**src/wbwc_pkg.sv**
```systemverilog
// Function
// - bit 5 picks time-out or window watchdog
// - bit 6 low stop-mode watchdog disable
// - bit 4 starts watchdog on bus wake
// - period codes map 10 ms to 10000 ms
// - reserved bits read zero, ignore writes
// - watchdog resets 0x14, restart x0xx 0100
// - mode field low bits, top bit selective wake
// - hardware changes selective wake bit only on soft reset or late load
// - sleep without error turns normal to wake
// - receive-only: sleep forces wake, stop keeps
// - wake or off unchanged on low power
// - fail-safe writes mode 0000 0x01
// - development mode resets mode to 011
// - mode resets zero, restart 0000 0xyy
// - bit 6 enables cyclic timer wake
// - bit 2 high stop-mode watchdog disable
// - stop to normal clears high disable
// - wake register resets zero, restart keeps bit 6
// - write returns previously programmed contents
package wbwc_pkg;
    localparam logic [6:0] WBWC_ADDR_WDOG = 7'h03;
    localparam logic [6:0] WBWC_ADDR_XCVR = 7'h04;
    localparam logic [6:0] WBWC_ADDR_WAKE = 7'h06;
    localparam logic [7:0] WBWC_WDOG_POR = 8'h14;
    localparam logic [7:0] WBWC_WDOG_MASK = 8'hF7;
    localparam logic [7:0] WBWC_WDOG_RST_KEEP = 8'hB0;
    localparam logic [7:0] WBWC_WDOG_RST_FIX = 8'h04;
    localparam logic [7:0] WBWC_XCVR_POR = 8'h00;
    localparam logic [7:0] WBWC_XCVR_MASK = 8'h07;
    localparam logic [7:0] WBWC_WAKE_POR = 8'h00;
    localparam logic [7:0] WBWC_WAKE_MASK = 8'h44;
    localparam logic [7:0] WBWC_WAKE_RST_KEEP = 8'h40;
    localparam int WBWC_WD_STOP_LO_BIT = 6;
    localparam int WBWC_WD_TYPE_BIT = 5;
    localparam int WBWC_WD_BUSWAKE_BIT = 4;
    localparam int WBWC_XCVR_SWK_BIT = 2;
    localparam int WBWC_WAKE_CYCLIC_BIT = 6;
    localparam int WBWC_WAKE_STOP_HI_BIT = 2;
    localparam logic [1:0] WBWC_XCVR_OFF = 2'h0;
    localparam logic [1:0] WBWC_XCVR_WAKE = 2'h1;
    localparam logic [1:0] WBWC_XCVR_RXONLY = 2'h2;
    localparam logic [1:0] WBWC_XCVR_NORMAL = 2'h3;
    localparam logic [2:0] WBWC_XCVR_DEV_POR = 3'h3;
    localparam logic [1:0] WBWC_DEV_LOAD_CNT = 2'h2;
    localparam int WBWC_SPI_FRAME_BITS = 16;
    localparam logic [13:0] WBWC_PER0_MS = 14'd10;
    localparam logic [13:0] WBWC_PER1_MS = 14'd20;
    localparam logic [13:0] WBWC_PER2_MS = 14'd50;
    localparam logic [13:0] WBWC_PER3_MS = 14'd100;
    localparam logic [13:0] WBWC_PER4_MS = 14'd200;
    localparam logic [13:0] WBWC_PER5_MS = 14'd500;
    localparam logic [13:0] WBWC_PER6_MS = 14'd1000;
    localparam logic [13:0] WBWC_PER7_MS = 14'd10000;

    typedef struct packed {
        logic soft_reset;
        logic restart;
        logic enter_sleep;
        logic enter_stop;
        logic stop_to_normal;
        logic enter_failsafe;
    } wbwc_mode_evt_t;

    typedef struct packed {
        logic valid;
        logic write;
        logic [6:0] addr;
        logic [7:0] data;
    } wbwc_frame_t;

    typedef struct packed {
        logic stop_wdog_disable_hi;
        logic stop_wdog_disable_lo;
        logic wdog_type_select;
        logic wdog_start_on_bus_wake;
        logic [2:0] wdog_period_select;
        logic [13:0] wdog_period_ms;
        logic [2:0] xcvr_mode;
        logic cyclic_wake_enable;
    } wbwc_cfg_t;
endpackage

```
**src/wbwc_spi_slave.sv**
```systemverilog
`timescale 1ns/1ps
module wbwc_spi_slave
    import wbwc_pkg::*;
#(
    parameter int FRAME_BITS = WBWC_SPI_FRAME_BITS
) (
    // clock and reset
    input wire logic i_clk,
    input wire logic i_rst_b,
    // serial pins
    input wire logic i_sclk,
    input wire logic i_cs_b,
    input wire logic i_mosi,
    output logic o_miso,
    // register side
    output logic o_rd_req,
    output logic [6:0] o_rd_addr,
    input wire logic [7:0] i_rd_data,
    output wbwc_frame_t o_frame
);
    logic [2:0] sclk_q;
    logic [2:0] cs_q;
    logic [1:0] mosi_q;
    logic [4:0] cnt_q, cnt_d;
    logic [15:0] shift_q, shift_d;
    logic [7:0] tx_q, tx_d;
    logic miso_q, miso_d;
    wbwc_frame_t frame_q, frame_d;
    logic rise, fall, cs_end;

    // first stage feeds only the second
    always_ff @(posedge i_clk) begin
        if (!i_rst_b) begin
            sclk_q <= 3'h0;
            cs_q <= 3'h7;
            mosi_q <= 2'h0;
        end else begin
            sclk_q <= {sclk_q[1:0], i_sclk};
            cs_q <= {cs_q[1:0], i_cs_b};
            mosi_q <= {mosi_q[0], i_mosi};
        end
    end

    assign rise = sclk_q[1] & ~sclk_q[2] & ~cs_q[1];
    assign fall = ~sclk_q[1] & sclk_q[2] & ~cs_q[1];
    assign cs_end = cs_q[1] & ~cs_q[2];
    assign o_rd_req = rise && (cnt_q == 5'd7);
    assign o_rd_addr = {shift_q[5:0], mosi_q[1]};

    always_comb begin
        cnt_d = cnt_q;
        shift_d = shift_q;
        tx_d = tx_q;
        miso_d = miso_q;
        frame_d = '0;
        if (cs_q[1]) begin
            cnt_d = 5'd0;
            miso_d = 1'b0;
        end
        if (rise && cnt_q < 5'd31) begin
            shift_d = {shift_q[14:0], mosi_q[1]};
            cnt_d = cnt_q + 5'd1;
        end
        // old contents are latched before any write lands
        if (o_rd_req) begin
            tx_d = i_rd_data;
        end
        if (fall && cnt_q >= 5'd8 && cnt_q < 5'(FRAME_BITS)) begin
            miso_d = tx_q[7];
            tx_d = {tx_q[6:0], 1'b0};
        end
        // frames of any other length are dropped
        if (cs_end && cnt_q == 5'(FRAME_BITS)) begin
            frame_d.valid = 1'b1;
            frame_d.write = shift_q[15];
            frame_d.addr = shift_q[14:8];
            frame_d.data = shift_q[7:0];
        end
    end

    always_ff @(posedge i_clk) begin
        if (!i_rst_b) begin
            cnt_q <= 5'd0;
            shift_q <= 16'h0000;
            tx_q <= 8'h00;
            miso_q <= 1'b0;
            frame_q <= '0;
        end else begin
            cnt_q <= cnt_d;
            shift_q <= shift_d;
            tx_q <= tx_d;
            miso_q <= miso_d;
            frame_q <= frame_d;
        end
    end

    assign o_miso = miso_q;
    assign o_frame = frame_q;
endmodule

```
**src/wbwc_regs.sv**
```systemverilog
`timescale 1ns/1ps
module wbwc_regs
    import wbwc_pkg::*;
(
    // clock and reset
    input wire logic i_clk,
    input wire logic i_rst_b,
    // serial control port
    input wire logic i_sclk,
    input wire logic i_cs_b,
    input wire logic i_mosi,
    output logic o_miso,
    // chip mode events and status
    input wire wbwc_mode_evt_t i_mode_evt,
    input wire logic i_system_error_flag,
    input wire logic [1:0] i_restart_xcvr_lo,
    input wire logic i_dev_mode_pin,
    // decoded configuration
    output wbwc_cfg_t o_cfg,
    output logic o_wdog_parity_ok
);
    logic [7:0] wdog_q, wdog_d;
    logic [7:0] xcvr_q, xcvr_d;
    logic [7:0] wake_q, wake_d;
    wbwc_cfg_t cfg_q, cfg_d;
    logic parity_q, parity_d;
    logic dev_s1_q, dev_s2_q;
    logic [1:0] por_cnt_q, por_cnt_d;
    logic dev_load;
    logic rd_req;
    logic [6:0] rd_addr;
    logic [7:0] rd_data;
    wbwc_frame_t frame;
    logic wr_wdog, wr_xcvr, wr_wake;
    logic hw_quiet;

    function automatic logic [13:0] wbwc_period_ms(input logic [2:0] sel);
        logic [13:0] ms;
        ms = WBWC_PER0_MS;
        case (sel)
            3'h1: ms = WBWC_PER1_MS;
            3'h2: ms = WBWC_PER2_MS;
            3'h3: ms = WBWC_PER3_MS;
            3'h4: ms = WBWC_PER4_MS;
            3'h5: ms = WBWC_PER5_MS;
            3'h6: ms = WBWC_PER6_MS;
            3'h7: ms = WBWC_PER7_MS;
            default: ms = WBWC_PER0_MS;
        endcase
        return ms;
    endfunction

    wbwc_spi_slave u_spi (
        .i_clk(i_clk),
        .i_rst_b(i_rst_b),
        .i_sclk(i_sclk),
        .i_cs_b(i_cs_b),
        .i_mosi(i_mosi),
        .o_miso(o_miso),
        .o_rd_req(rd_req),
        .o_rd_addr(rd_addr),
        .i_rd_data(rd_data),
        .o_frame(frame)
    );

    // unmapped addresses read as zero
    always_comb begin
        case (rd_addr)
            WBWC_ADDR_WDOG: rd_data = wdog_q & WBWC_WDOG_MASK;
            WBWC_ADDR_XCVR: rd_data = xcvr_q & WBWC_XCVR_MASK;
            WBWC_ADDR_WAKE: rd_data = wake_q & WBWC_WAKE_MASK;
            default: rd_data = 8'h00;
        endcase
    end

    assign wr_wdog = frame.valid && frame.write && frame.addr == WBWC_ADDR_WDOG;
    assign wr_xcvr = frame.valid && frame.write && frame.addr == WBWC_ADDR_XCVR;
    assign wr_wake = frame.valid && frame.write && frame.addr == WBWC_ADDR_WAKE;

    // strap is sampled only after the sync chain has settled
    always_ff @(posedge i_clk) begin
        if (!i_rst_b) begin
            dev_s1_q <= 1'b0;
            dev_s2_q <= 1'b0;
        end else begin
            dev_s1_q <= i_dev_mode_pin;
            dev_s2_q <= dev_s1_q;
        end
    end

    always_comb begin
        por_cnt_d = por_cnt_q;
        if (por_cnt_q != 2'h3) begin
            por_cnt_d = por_cnt_q + 2'h1;
        end
    end

    assign dev_load = (por_cnt_q == WBWC_DEV_LOAD_CNT) && dev_s2_q;
    assign hw_quiet = !(i_mode_evt.soft_reset || i_mode_evt.restart
                        || i_mode_evt.enter_failsafe || dev_load);

    // hardware updates come after host writes so they win the same cycle
    always_comb begin
        wdog_d = wdog_q;
        xcvr_d = xcvr_q;
        wake_d = wake_q;
        if (wr_wdog) begin
            wdog_d = frame.data & WBWC_WDOG_MASK;
        end
        if (wr_xcvr) begin
            xcvr_d = frame.data & WBWC_XCVR_MASK;
        end
        if (wr_wake) begin
            wake_d = frame.data & WBWC_WAKE_MASK;
        end
        if (i_mode_evt.enter_sleep) begin
            if (xcvr_q[1:0] == WBWC_XCVR_NORMAL && !i_system_error_flag) begin
                xcvr_d = {xcvr_q[7:2], WBWC_XCVR_WAKE};
            end else if (xcvr_q[1:0] == WBWC_XCVR_RXONLY) begin
                xcvr_d = {xcvr_q[7:2], WBWC_XCVR_WAKE};
            end
        end
        // stop entry leaves the field alone; receive-only stays set
        if (i_mode_evt.stop_to_normal) begin
            wake_d[WBWC_WAKE_STOP_HI_BIT] = 1'b0;
        end
        if (i_mode_evt.enter_failsafe) begin
            xcvr_d = {5'h00, xcvr_q[WBWC_XCVR_SWK_BIT], WBWC_XCVR_WAKE};
        end
        if (i_mode_evt.restart) begin
            wdog_d = (wdog_q & WBWC_WDOG_RST_KEEP) | WBWC_WDOG_RST_FIX;
            xcvr_d = {5'h00, xcvr_q[WBWC_XCVR_SWK_BIT], i_restart_xcvr_lo};
            wake_d = wake_q & WBWC_WAKE_RST_KEEP;
        end
        if (i_mode_evt.soft_reset) begin
            wdog_d = WBWC_WDOG_POR;
            wake_d = WBWC_WAKE_POR;
            xcvr_d = dev_s2_q ? {5'h00, WBWC_XCVR_DEV_POR} : WBWC_XCVR_POR;
        end
        // late load of the development-mode value after power-on
        if (dev_load) begin
            xcvr_d = {5'h00, WBWC_XCVR_DEV_POR};
        end
    end

    always_comb begin
        cfg_d.stop_wdog_disable_hi = wake_d[WBWC_WAKE_STOP_HI_BIT];
        cfg_d.stop_wdog_disable_lo = wdog_d[WBWC_WD_STOP_LO_BIT];
        cfg_d.wdog_type_select = wdog_d[WBWC_WD_TYPE_BIT];
        cfg_d.wdog_start_on_bus_wake = wdog_d[WBWC_WD_BUSWAKE_BIT];
        cfg_d.wdog_period_select = wdog_d[2:0];
        cfg_d.wdog_period_ms = wbwc_period_ms(wdog_d[2:0]);
        cfg_d.xcvr_mode = xcvr_d[2:0];
        cfg_d.cyclic_wake_enable = wake_d[WBWC_WAKE_CYCLIC_BIT];
        // host is expected to keep parity even; flagged, not enforced
        parity_d = ~^wdog_d;
    end

    always_ff @(posedge i_clk) begin
        if (!i_rst_b) begin
            wdog_q <= WBWC_WDOG_POR;
            xcvr_q <= WBWC_XCVR_POR;
            wake_q <= WBWC_WAKE_POR;
            cfg_q <= '0;
            parity_q <= 1'b1;
            por_cnt_q <= 2'h0;
        end else begin
            wdog_q <= wdog_d;
            xcvr_q <= xcvr_d;
            wake_q <= wake_d;
            cfg_q <= cfg_d;
            parity_q <= parity_d;
            por_cnt_q <= por_cnt_d;
        end
    end

    assign o_cfg = cfg_q;
    assign o_wdog_parity_ok = parity_q;
endmodule

```
**config.mk**
```make
export PLATFORM = sky130hd
export DESIGN_NAME = wbwc_regs
export DESIGN_NICKNAME = d
export VERILOG_FILES = /design/src/wbwc_pkg.sv /design/src/wbwc_spi_slave.sv /design/src/wbwc_regs.sv
export SDC_FILE = /design/constraint.sdc
export NUM_CORES = 1
export LEC_CHECK = 0
export BUFFER_PORTS_ARGS = -buffer_cell sky130_fd_sc_hd__buf_2
export CORE_MARGIN = 2
export CORE_UTILIZATION = 30
export CTS_CLUSTER_DIAMETER = 50
export CTS_CLUSTER_SIZE = 24
export DETAILED_ROUTE_END_ITERATION = 8
export PLACE_DENSITY = 0.45
export SLEW_MARGIN = 20
export SYNTH_ARGS = -nofsm -noshare
export SYNTH_HDL_FRONTEND = slang
export SYNTH_HIERARCHICAL = 1
export SYNTH_SLANG_ARGS = --single-unit
```
**constraint.sdc**
```tcl
create_clock -name i_clk -period 2.54 [get_ports i_clk]
set_input_delay 0.254 -clock i_clk [delete_from_list [all_inputs] [get_ports i_clk]]
set_output_delay 0.254 -clock i_clk [all_outputs]
set_load 0.02 [all_outputs]
```
Word-level counts from Yosys, hierarchy flattened

Index checks and enable logic that the tools add are counted.

Output and inout port bits: 27
Register bits after elaboration: 100
Word-level logic and storage cells: 114

Add/subtract/negate cells: 2
Mux-type cells: 25
$lt $le $gt $ge: 3
Bitwise gates (word level): 10
Reduce and logical (&&, ||, !) cells: 21
Equality and inequality tests: 25

Operator list:

| cell                                                                   | count |
|---|---|
| 14-bit one-hot mux with 7 select lines                                 | 1 |
| 8-bit 2-to-1 mux                                                       | 12 |
| 7-bit by 3-bit equality test with 1-bit output (second input constant) | 4 |
| 8-bit one-hot mux with 3 select lines                                  | 1 |
| 7-bit 2-to-1 mux                                                       | 3 |
| 17-bit 2-to-1 mux                                                      | 1 |
| 7-bit by 2-bit equality test with 1-bit output (second input constant) | 2 |
| 3-bit equality test (second input constant)                            | 4 |
| 1-bit logical AND                                                      | 11 |
| 5-bit less-than comparator (second input constant)                     | 2 |
| 5-bit 2-to-1 mux                                                       | 2 |
| 5-bit inequality test (second input constant)                          | 2 |
| 8-bit XNOR reduction                                                   | 1 |
| 2-bit equality test (second input constant)                            | 3 |
| 3-bit by 2-bit equality test with 1-bit output (second input constant) | 2 |
| 3-bit inequality test (second input constant)                          | 2 |
| 2-bit nonzero test                                                     | 3 |
| 5-bit by 1-bit adder with 5-bit output (second input constant)         | 1 |
| 1-bit bitwise AND                                                      | 5 |
| 5-bit by 3-bit equality test with 1-bit output (second input constant) | 1 |
| 5-bit equality test (second input constant)                            | 1 |
| 5-bit by 4-bit >= comparator with 1-bit output (second input constant) | 1 |
| 1-bit NOT                                                              | 5 |
| 2-bit 2-to-1 mux                                                       | 2 |
| other kinds (9)                                                        | 14 |

Depth between registers and ports, before layout

Depth in word-level cells: 10
Gate-level depth with buffers: 10

Cells and area by module

Netlist, hierarchy kept.

By module, submodules not included:

| module         | seq. area each (um2) | cells an instance | area an instance (um2) | instances |
|---|---|---|---|---|
| wbwc_spi_slave | 1101.1               | 205               | 1961.9                 | 1 |
| wbwc_regs      | 600.6                | 175               | 1556.5                 | 1 |

Least setup slack after synthesis

No wires, ideal clock.

Path type: reg2reg
Start point: reg u_spi.frame_q, in the netlist u_spi/o_frame[12]
End point: reg parity_q (netlist: o_wdog_parity_ok)
Cell stages (with the launch flop): 11
Arrival: 2.692 ns
Path slack: -0.214 ns
Library setup time: 0.062 ns
Clock period less this slack: 2.754 ns
Cell sequence: dfxtp_1 > or3b_4 > or3_1 > buf_6 > mux2i_1 > nor3_1 > inv_1 > ha_1 > xor2_1 > or3_1 > nand3_1

RTL lines:

| item                   | line                 | source |
|---|---|---|
| start, declared        | wbwc_spi_slave.sv:28 | `wbwc_frame_t frame_q, frame_d;` |
| start signal, assigned | wbwc_spi_slave.sv:93 | `frame_q <= frame_d;` |
| end signal, assigned   | wbwc_regs.sv:172     | `parity_q <= parity_d;` |
| end, declared          | wbwc_regs.sv:26      | `logic parity_q, parity_d;` |

==> out/metrics.yaml <==
status: "finished clean"
grt_pass1_vias: 2396
grt_pass1_wl_um: 11660
drive_above_1_share_pct: 17.92
die_area_mm2: 0.01252
slew_viol_final: 0
row_count: 39
place.gp.congestion: 0.8034
tns_ns: 0
power.total_mw: 2.810
antenna_left: 0
ir_drop_v: 0.0003198
finalCritPeriodShare_pct: 94.82
syn-cell-area_mm2: 0.003492
diodes: 0
tightest_slew_ns: 0.6159
num-fill-cells: 1200
drc: 0
crit_end: "o_wdog_parity_ok$_SDFF_PN1_"
critPathTopFamily: "simple AND/OR/NAND/NOR gates"
p_leak_nw: 1.654
dp_cells: 542
hpwl_um: 5012
worst-path-max-fanout: 4
r2r_setup_slack_ns: 0.13
crit_path_start_kind: "register"
worst_ep_required_time_ns: 2.82
clkLatencyLatePin_ns: 0.34
sw_frac_of_total_pct: 19.88
cts_tree: "done"
finalClockSkew_ns: 0.005050
syn_inst: 378
seq_area_mm2: 0.001682
regToRegStartpoint: "u_spi/o_frame[14]$_SDFF_PN0_"
drtIter0Drc: 72
fin_cells: 556
path_depth: 9
ff2ff_path_depth: 9
path_clk_slew_ns: 0.06
grt-ovfl-total: 0
internal-power_mw: 2.252
viasPerCell: 4.581
multi_input_area_mm2: 0.001603
fin_area_mm2: 0.004090
place_area_mm2: 0.003774
ys_warn_count: 6
seqPwrFrac_pct: 48.1
die_y_um: 111.9
grt_max_degree: 35
maxCapViolCount: 0
totalWireLength_um: 6931
hold_class: "in -> reg"
slew_headroom_pct: 58.94
areaGrowthSynthToFinish_pct: 17.13
cts_root_buffer: "clkbuf_16"
cts.path.max_buffers: 2
crit_chain: "or3b_4 > or3_4 > mux2i_1 > nor3_2 > inv_1 > ha_1 > xor2_1 > or3_1 > nand3_1"
min_period_ns: 2.408
cts_buffers: 9
power_density_mw_per_mm2: 687.1
postCtsSetupBuffers: 0
crit_path_start: "u_spi/o_frame[14]$_SDFF_PN0_"
fin_nets: 433
clock_sinks: 84
power_switching_mw: 0.5588
report.final.setup_viol: 0
io_buffer_count: 37
synth_area_per_cell_um2: 9.238
rsz0062_at_grt: "no"
grt_use_total_pct: 11.80
path_buf_inv: 1
firstDrtPassIters: 4
arrival_ns: 2.69
start_util_pct: 30.71
end_kind: "register"
htreeDepth: 3
coreArea_mm2: 0.01137
antenna_found_initial: 0
clock_power_share_pct: 48.3
wl_per_cell_um: 12.47
r2r-end: "o_wdog_parity_ok$_SDFF_PN1_"
cpMaxStageDelayCell: "or3b_4"
max_freq_ghz: 0.4152
pin_count: 42
vias: 2547
hold_viol: 0
final_util_pct: 35.97
slowest_delay_ns: 0.39
combPwrFrac_pct: 3.6
die_w_um: 111.9
crit_type: "reg -> reg"
[worst min path at each step]
stage	startpoint	end	slack, ns	cells past startpoint
2_1_floorplan	i_mode_evt[1]	wake_q[2]$_SDFFE_PP0P_	0.33	1
3_3_place_gp	u_spi/cs_q[0]$_SDFF_PN1_	u_spi/cs_q[1]$_SDFF_PN1_	0.39	1
3_5_place_dp	u_spi/cs_q[0]$_SDFF_PN1_	u_spi/cs_q[1]$_SDFF_PN1_	0.40	1
4_1_cts	i_mode_evt[1]	wake_q[2]$_SDFFE_PP0P_	0.06	2
5_1_grt	i_mode_evt[1]	wake_q[2]$_SDFFE_PP0P_	0.08	2
6_report	i_mode_evt[1]	wake_q[2]$_SDFFE_PP0P_	0.07	2
[worst reg2reg max path: cells and delay by family (launching register included)]
| family | cells | cell delay (ns) |
|---|---|---|
| flops | 1 | 0.31 |
| mux | 1 | 0.14 |
| buf+inv | 1 | 0.10 |
| xor+xnor | 1 | 0.15 |
| fa+ha+maj | 1 | 0.29 |
| simple gates | 5 | 1.36 |
[per-stage QoR]
stage / hold slack, ns / setup slack [ns]
after floorplan: 0.3333 / -0.03775
after global placement: 0.3924 / 0.1007
after detailed placement: 0.3969 / 0.07917
after CTS: 0.06319 / 0.05689
after global routing: 0.07931 / 0.01064
final: 0.07121 / 0.1315
[repair_timing]
action,CTS,global route
endpoints found under the hold margin,0,0
hold buffers,0,0
resized for setup,0,2
endpoints found under the setup margin,0,4
[flip-flops by register name (all words and copies together), names as in the netlist]
| register | count |
|---|---|
| wake_q | 2 |
| u_spi/o_miso | 1 |
| dev_s2_q | 1 |
| dev_s1_q | 1 |
| wdog_q | 8 |
| u_spi/sclk_q | 3 |
| u_spi/cnt_q | 5 |
| u_spi/shift_q | 16 |
| o_cfg | 12 |
| u_spi/cs_q | 3 |
| u_spi/mosi_q | 2 |
| u_spi/tx_q | 8 |
| o_wdog_parity_ok | 1 |
| por_cnt_q | 2 |
| xcvr_q | 3 |
| u_spi/o_frame | 16 |
[power by group through the flow]
stage,sequential (mW),combinational (mW),clock (mW)
3_5_place_dp,1.38,0.104,0
4_1_cts,1.35,0.105,1.41
6_report,1.35,0.102,1.36
3_3_place_gp,1.38,0.103,0
2_1_floorplan,1.38,0.0684,0
5_1_grt,1.35,0.117,1.47
[final cells by class]
class | count | share of cell area (%)
inverters | 14 | 1.285
multi-input cells | 253 | 39.19
repair buffers | 48 | 6.546
flip-flops and latches | 84 | 41.11
clock inverters | 2 | 1.468
clock buffers | 12 | 6.026
well taps | 143 | 4.374
[routing by layer]
layer	GRT usage, %	part of all wire [%]	vias to the layer above
li1	-	-	1334
met5	0	0	-
met1	15.33	50	1149
met4	5.679	1.9	0
met3	3.919	5.0	11
met2	17.66	43	53
[layout by cell type (no fill, tap or decap), types with 3 or more instances in the layout]
cell type and count:
dfxtp_1 84, o21ai_1 16, buf_4 11, nor2_1 36
nor2b_1 5, mux2i_1 15, a21oi_1 10, xor2_1 5
nor3_1 5, xnor2_1 5, clkbuf_16 9, o21ai_0 6
ha_1 8, buf_2 37, a22oi_1 10, nand3_1 25
and2_1 22, nand2b_1 8, inv_1 13, nand2_1 33
and3_1 3, o22ai_1 5, conb_1 4
Power figures use the tool's default switching activity.
